[src/swd_pkg.sv]
// Behaviour
// - 32-bit counter loaded from programmed start count
// - expiry raises selected reset, NMI or interrupt
// - counts down; reload restarts from programmed value
// - reset response resets core and all peripherals (sys_reset_o is not looped back: this block's config clears on rst_i only)
// - status bit survives watchdog reset, shows cause (cause clears on rst_i, the same reset as the config)
// - counter decrements on system bus clock
package swd_pkg;
	localparam logic [7:0]  SWD_OFS_CTRL   = 8'h00;
	localparam logic [7:0]  SWD_OFS_COUNT  = 8'h04;
	localparam logic [7:0]  SWD_OFS_STAT   = 8'h08;
	localparam logic [7:0]  SWD_OFS_IRQST  = 8'h0C;
	localparam logic [7:0]  SWD_OFS_IRQMSK = 8'h10;
	localparam logic [7:0]  SWD_OFS_RELOAD = 8'h14;
	localparam int          SWD_CTRL_EN    = 0;
	localparam int          SWD_CTRL_ACT   = 1;
	localparam int          SWD_CTRL_CAUSE = 3;
	localparam logic [31:0] SWD_COUNT_RST  = 32'hFFFF_FFFF;
	localparam logic [1:0]  SWD_RESP_WIDTH = 2'h3;
	typedef enum logic [1:0] {
		SWD_ACT_NONE  = 2'b00,
		SWD_ACT_RESET = 2'b01,
		SWD_ACT_NMI   = 2'b10,
		SWD_ACT_IRQ   = 2'b11
	} swd_act_t;
endpackage : swd_pkg

[src/swd_top.sv]
`timescale 1ns/1ps
module swd_top
	import swd_pkg::*;
(
	input  wire logic        clock_i,
	input  wire logic        rst_i,
	input  wire logic [7:0]  s_axi_awaddr,
	input  wire logic        s_axi_awvalid,
	output logic             s_axi_awready,
	input  wire logic [31:0] s_axi_wdata,
	input  wire logic [3:0]  s_axi_wstrb,
	input  wire logic        s_axi_wvalid,
	output logic             s_axi_wready,
	output logic [1:0]       s_axi_bresp,
	output logic             s_axi_bvalid,
	input  wire logic        s_axi_bready,
	input  wire logic [7:0]  s_axi_araddr,
	input  wire logic        s_axi_arvalid,
	output logic             s_axi_arready,
	output logic [31:0]      s_axi_rdata,
	output logic [1:0]       s_axi_rresp,
	output logic             s_axi_rvalid,
	input  wire logic        s_axi_rready,
	output logic             sys_reset_o,
	output logic             nmi_o,
	output logic             irq_o
);
	logic        en, next_en;
	logic [1:0]  act, next_act;
	logic [31:0] start, next_start;
	logic [31:0] cnt, next_cnt;
	logic        fired, next_fired;
	logic        cause, next_cause;
	logic        ist, next_ist;
	logic        imsk, next_imsk;
	logic [1:0]  rst_cnt, next_rst_cnt;
	logic        nmi, next_nmi;
	logic        aw_ok, next_aw_ok, w_ok, next_w_ok;
	logic [7:0]  awa, next_awa;
	logic [31:0] wd, next_wd;
	logic [3:0]  ws, next_ws;
	logic        bv, next_bv, rv, next_rv;
	logic [1:0]  br, next_br, rr, next_rr;
	logic [31:0] rd, next_rd;
	logic        wr_go, expire;
	logic [31:0] wmask;

	assign s_axi_awready = !aw_ok && !bv;
	assign s_axi_wready  = !w_ok && !bv;
	assign s_axi_arready = !rv;
	assign s_axi_bvalid  = bv;
	assign s_axi_bresp   = br;
	assign s_axi_rvalid  = rv;
	assign s_axi_rresp   = rr;
	assign s_axi_rdata   = rd;
	assign sys_reset_o   = (rst_cnt != 2'h0);
	assign nmi_o         = nmi;
	assign irq_o         = ist && imsk;
	assign wr_go  = aw_ok && w_ok;
	assign expire = en && !fired && (cnt == 32'h0000_0000);
	assign wmask  = {{8{ws[3]}}, {8{ws[2]}}, {8{ws[1]}}, {8{ws[0]}}};

	always_comb begin
		next_aw_ok = aw_ok;
		next_w_ok  = w_ok;
		next_awa   = awa;
		next_wd    = wd;
		next_ws    = ws;
		next_bv    = bv;
		next_br    = br;
		next_rv    = rv;
		next_rr    = rr;
		next_rd    = rd;
		next_en    = en;
		next_act   = act;
		next_start = start;
		next_cnt   = cnt;
		next_fired = fired;
		next_cause = cause;
		next_ist   = ist;
		next_imsk  = imsk;
		next_nmi   = 1'b0;
		next_rst_cnt = (rst_cnt != 2'h0) ? rst_cnt - 2'h1 : 2'h0;
		if (s_axi_awvalid && s_axi_awready) begin
			next_aw_ok = 1'b1;
			next_awa   = s_axi_awaddr;
		end
		if (s_axi_wvalid && s_axi_wready) begin
			next_w_ok = 1'b1;
			next_wd   = s_axi_wdata;
			next_ws   = s_axi_wstrb;
		end
		if (s_axi_bvalid && s_axi_bready)
			next_bv = 1'b0;
		// countdown on the bus clock only
		if (en && cnt != 32'h0000_0000)
			next_cnt = cnt - 32'h0000_0001;
		if (expire) begin
			next_fired = 1'b1;
			unique case (swd_act_t'(act))
				SWD_ACT_RESET: begin
					next_rst_cnt = SWD_RESP_WIDTH;
					next_cause   = 1'b1;
				end
				SWD_ACT_NMI:  next_nmi = 1'b1;
				SWD_ACT_IRQ:  next_ist = 1'b1;
				SWD_ACT_NONE: next_fired = 1'b1;
			endcase
		end
		if (wr_go) begin
			next_aw_ok = 1'b0;
			next_w_ok  = 1'b0;
			next_bv    = 1'b1;
			next_br    = 2'b00;
			unique case (awa)
				SWD_OFS_CTRL: begin
					if (ws[0]) begin
						next_en  = wd[SWD_CTRL_EN];
						next_act = wd[SWD_CTRL_ACT +: 2];
						// writing one clears the cause flag, unless the counter expires in the same cycle
						if (wd[SWD_CTRL_CAUSE] && !expire)
							next_cause = 1'b0;
						if (!wd[SWD_CTRL_EN])
							next_fired = 1'b0;
						if (wd[SWD_CTRL_EN] && !en) begin
							next_cnt   = start;
							next_fired = 1'b0;
						end
					end
				end
				SWD_OFS_COUNT:
					next_start = (start & ~wmask) | (wd & wmask);
				SWD_OFS_RELOAD: begin
					next_cnt   = start;
					next_fired = 1'b0;
				end
				SWD_OFS_IRQST:
					if (ws[0] && wd[0] && !next_ist_set(expire, act))
						next_ist = 1'b0;
				SWD_OFS_IRQMSK:
					if (ws[0])
						next_imsk = wd[0];
				default: next_br = 2'b10;
			endcase
		end
		if (s_axi_rready && rv)
			next_rv = 1'b0;
		if (s_axi_arvalid && s_axi_arready) begin
			next_rv = 1'b1;
			next_rr = 2'b00;
			unique case (s_axi_araddr)
				SWD_OFS_CTRL:   next_rd = {28'h000_0000, cause, act, en};
				SWD_OFS_COUNT:  next_rd = start;
				SWD_OFS_STAT:   next_rd = cnt;
				SWD_OFS_IRQST:  next_rd = {31'h0000_0000, ist};
				SWD_OFS_IRQMSK: next_rd = {31'h0000_0000, imsk};
				SWD_OFS_RELOAD: next_rd = 32'h0000_0000;
				default: begin
					next_rd = 32'h0000_0000;
					next_rr = 2'b10;
				end
			endcase
		end
	end

	function automatic logic next_ist_set(input logic ex,
		input logic [1:0] a);
		next_ist_set = ex && (a == SWD_ACT_IRQ);
	endfunction : next_ist_set

	// the cause flag has its own block but clears on rst_i, the same reset as the config
	always_ff @(posedge clock_i or posedge rst_i) begin
		if (rst_i)
			cause <= 1'b0;
		else
			cause <= next_cause;
	end

	// sys_reset_o is not looped back here: the config clears on rst_i only,
	// so a system that wants it cleared must route its reset to rst_i
	always_ff @(posedge clock_i or posedge rst_i) begin
		if (rst_i) begin
			en <= 1'b0;
			act <= 2'b00;
			start <= SWD_COUNT_RST;
			cnt <= SWD_COUNT_RST;
			fired <= 1'b0;
			ist <= 1'b0;
			imsk <= 1'b0;
			rst_cnt <= 2'h0;
			nmi <= 1'b0;
			aw_ok <= 1'b0;
			w_ok <= 1'b0;
			awa <= 8'h00;
			wd <= 32'h0000_0000;
			ws <= 4'h0;
			bv <= 1'b0;
			br <= 2'b00;
			rv <= 1'b0;
			rr <= 2'b00;
			rd <= 32'h0000_0000;
		end else begin
			en <= next_en;
			act <= next_act;
			start <= next_start;
			cnt <= next_cnt;
			fired <= next_fired;
			ist <= next_ist;
			imsk <= next_imsk;
			rst_cnt <= next_rst_cnt;
			nmi <= next_nmi;
			aw_ok <= next_aw_ok;
			w_ok <= next_w_ok;
			awa <= next_awa;
			wd <= next_wd;
			ws <= next_ws;
			bv <= next_bv;
			br <= next_br;
			rv <= next_rv;
			rr <= next_rr;
			rd <= next_rd;
		end
	end

	a_count_down: assert property (
		@(posedge clock_i) disable iff (rst_i)
		en && cnt != 32'h0000_0000 && !wr_go
		|=> cnt == $past(cnt) - 32'h0000_0001)
		else $error("counter did not decrement");
	a_expire_nmi: assert property (
		@(posedge clock_i) disable iff (rst_i)
		expire && act == SWD_ACT_NMI |=> nmi_o ##1 !nmi_o)
		else $error("nmi not a single pulse");
	a_expire_rst: assert property (
		@(posedge clock_i) disable iff (rst_i)
		expire && act == SWD_ACT_RESET
		|=> sys_reset_o [*3] ##1 !sys_reset_o)
		else $error("reset pulse wrong length");
	a_cause_set: assert property (
		@(posedge clock_i) disable iff (rst_i)
		expire && act == SWD_ACT_RESET |=> cause)
		else $error("cause flag not set");
	a_fire_once: assert property (
		@(posedge clock_i) disable iff (rst_i)
		fired && !wr_go |=> !expire && !nmi_o)
		else $error("response repeated");
	a_hold_zero: assert property (
		@(posedge clock_i) disable iff (rst_i)
		fired && cnt == 32'h0000_0000 && !wr_go
		|=> cnt == 32'h0000_0000)
		else $error("counter left zero");
	a_load_start: assert property (
		@(posedge clock_i) disable iff (rst_i)
		wr_go && awa == SWD_OFS_RELOAD |=> cnt == $past(start))
		else $error("reload value wrong");
	a_irq_level: assert property (
		@(posedge clock_i) disable iff (rst_i)
		expire && act == SWD_ACT_IRQ && imsk && !wr_go |=> irq_o)
		else $error("irq missing");
endmodule : swd_top

[config.mk]
export PLATFORM = sky130hd
export DESIGN_NAME = swd_top
export DESIGN_NICKNAME = d
export VERILOG_FILES = /design/src/swd_pkg.sv /design/src/swd_top.sv
export SDC_FILE = /design/constraint.sdc
export NUM_CORES = 1
export LEC_CHECK = 0
export ABC_AREA = 1
export BUFFER_PORTS_ARGS = -buffer_cell sky130_fd_sc_hd__buf_2
export CORE_MARGIN = 5
export CORE_UTILIZATION = 62
export CTS_BUF_LIST = sky130_fd_sc_hd__clkbuf_16
export DETAILED_ROUTE_END_ITERATION = 10
export GPL_TIMING_DRIVEN = 0
export PLACE_DENSITY = 0.85
export SYNTH_ARGS = -nofsm -noshare
export SYNTH_HDL_FRONTEND = slang
export SYNTH_SLANG_ARGS = --single-unit
[constraint.sdc]
create_clock -name clock_i -period 16.2 [get_ports clock_i]
set_input_delay 4.86 -clock clock_i [delete_from_list [all_inputs] [get_ports clock_i]]
set_output_delay 4.86 -clock clock_i [all_outputs]
set_load 0.05 [all_outputs]
==> metrics.txt <==
status=finished clean; Syn. warnings=0; Synth area leaders=dfrtp_1 (30%), dfstp_2 (22%), nand2_1 (11%), inv_1 (4.9%), nor2_1 (4.1%); area leader, netlist=dfrtp_1; area of the die=0.0149 mm^2; overall routing resource usage=0.272; Die Width=122 um; clk_lat worst skew=430 ps; Synth cell types=43; commonest non-fill, non-tap cell in the layout=nand2_1; Worst Tran Pin Value=694 ps; Chip Height=122 um; fin crit share=0.381; Tot Pwr=1.13 mW; GP Congestion=0.972; Power Density=125 mW/mm^2; io pins=103; gr busiest metal=met2; post-CTS sizing=0; most frequent cells in the layout=nand2_1 (227), buf_2 (106), inv_1 (102), dfrtp_1 (92), nor2_1 (86); vias in the first global route=6,597; initial antenna violation count=0; worst vdd ir=0.113 mV; Seq/Total Area, Yosys=0.512; # nets final=1,088; top_reg_cell synth=dfrtp_1; largest net degree at the start of global routing=80; Placeable Area=0.0125 mm^2; crit path from=s_axi_araddr[1]; crit path time final=6170 ps; H-tree lvl count=4; Synth top area share=0.296; Seq cells post-synth=156; antenna viol nets, final=0; I/O Buffers=100; design area=0.00909 mm^2; TNS Setup=0 ps; worst-case clock buffer depth=2; CP required=16,560 ps; drt drc=0; CP Launch Type=input pin; RSZ-0062 raised after global routing=false; Final Max Slew Viols=0; area grow syn2layout=16.7%; synthesized area per cell=8.58 um^2; placed inst area=0.00854 mm^2; GRT overflow=0; Cells after Synth=907; dpl hpwl=14,000 um; Filler cells=1,001; clock skew=7.12 ps; CTS buffer count=17; Leak=4.39 nW; EDFF count, synth=0; M1 GR Usage=0.370; ys async rst share=1.00; routed vias=6,615; row cnt=41; clock root cell=clkbuf_16; WL per Instance=15.7 um; slew margin rel.=0.538; RR Startpoint=awa[1]; maximum fanout along the worst path=10; Max Cap Viol=0; routing usage on met3=0.0571; Synth Cell Area=0.00778 mm^2; Post-CTS Hold Fix Bufs=0; initial drt markers=574; WS Path Type=in -> reg; share of layout cells above drive strength 1=0.280; Initial Utilization=0.624; Hold Path Class=reg -> reg; Final Setup Violations=0; start point of the worst hold path=rst_cnt[0]; first-pass GRT wire length=31,600 um; number of inserted diodes=0; WP data arrival=6530 ps; post-CTS setup buffers=0; clock transition at the registers of the reported paths=60 ps; Num Clock Sinks=156; DR vias/cell=5.45; grt met2 use=0.441; Crit. End Element=flop; final hold vios=0; max frequency=162 MHz; Routed WL=19,000 um; Pre-antenna DRT Iters=5; CTS tree=done
-- worst max-delay path: stages --
cell	delay, ps
buf_2	90
or2_1	260
nor3_2	440
nand2_1	140
buf_2	240
buf_6	190
o22ai_2	160
nand2_1	70
nand2_1	70
-- cells in the mapped netlist, types with 2 or more instances --
library cell    n
nand2_1       227
inv_1         102
dfrtp_1        92
nor2_1         86
dfstp_2        64
o21ai_0        57
o22ai_1        39
nand3_1        37
mux2_2         28
a21oi_1        27
o21ai_1        17
xor2_1         15
nor2_2         14
clkbuf_1       13
nand2_2         8
nor3_1          8
inv_2           7
nand4_1         7
o211ai_1        7
buf_2           6
buf_4           6
nor2_4          6
buf_6           4
o22ai_2         3
a31oi_1         2
nand2_4         2
nand3_2         2
nor2_8          2
nor3_2          2
nor3b_1         2
o41ai_1         2
or2_1           2
-- per-stage QoR --
step	std cells	worst slack (ps)	hold WS (ps)	utilization
after floorplan	908	7240	424	-
after global placement	1180	5690	442	0.682
after detailed placement	1181	9650	457	0.685
after CTS	1213	10070	460	0.729
after global routing	1213	9930	487	0.729
final	1213	10030	468	0.729
-- worst paths after layout --
kind / endpoint / slack (ps) / cells after the start
max: s_axi_rdata[4] / 10030 / 9
min: rst_cnt[0] / 470 / 1
max reg2reg: flop / 14140 / 8
min reg2reg: rst_cnt[0] / 470 / 1
max in group asynchronous: cnt[24] / 10810 / 3
min in group asynchronous: wd[5] / 4530 / 2
-- metal layers --
metal / wire length [um] / vias to the layer above
li1: - / 3187
met1: 8470 / 3190
met2: 9020 / 209
met3: 1070 / 29
met4: 466 / 0
met5: 0 / -
-- kinds of logic after synthesis --
logic type,Yosys count,share of synthesized area
simple gates,409,0.236
compound gates,158,0.118
flops,156,0.512
buf+inv,139,0.0747
mux,28,0.0405
xor+xnor,15,0.0169
fa+ha+maj,1,0.00161
other cells,1,0.000482
-- cell type report --
class                      count  area [um^2]  area share
clock buffer                  17          425      0.0468
buffer                        30          173      0.0190
tap                          172          215      0.0237
timing repair buffer         101          528      0.0581
multi-input combinational    613         3220       0.355
sequential                   156         3980       0.438
inverter                     109          414      0.0456
clock inverter                15          125      0.0138
-- power breakdown --
group          switching (mW)  leakage [nW]  internal (mW)  total, mW
combinational           0.167          2.31         0.0950      0.262
clock                   0.158         0.260          0.210      0.368
sequential             0.0375          1.82          0.465      0.503
total                   0.362          4.39          0.770       1.13
(Power assumes the default switching activity.)
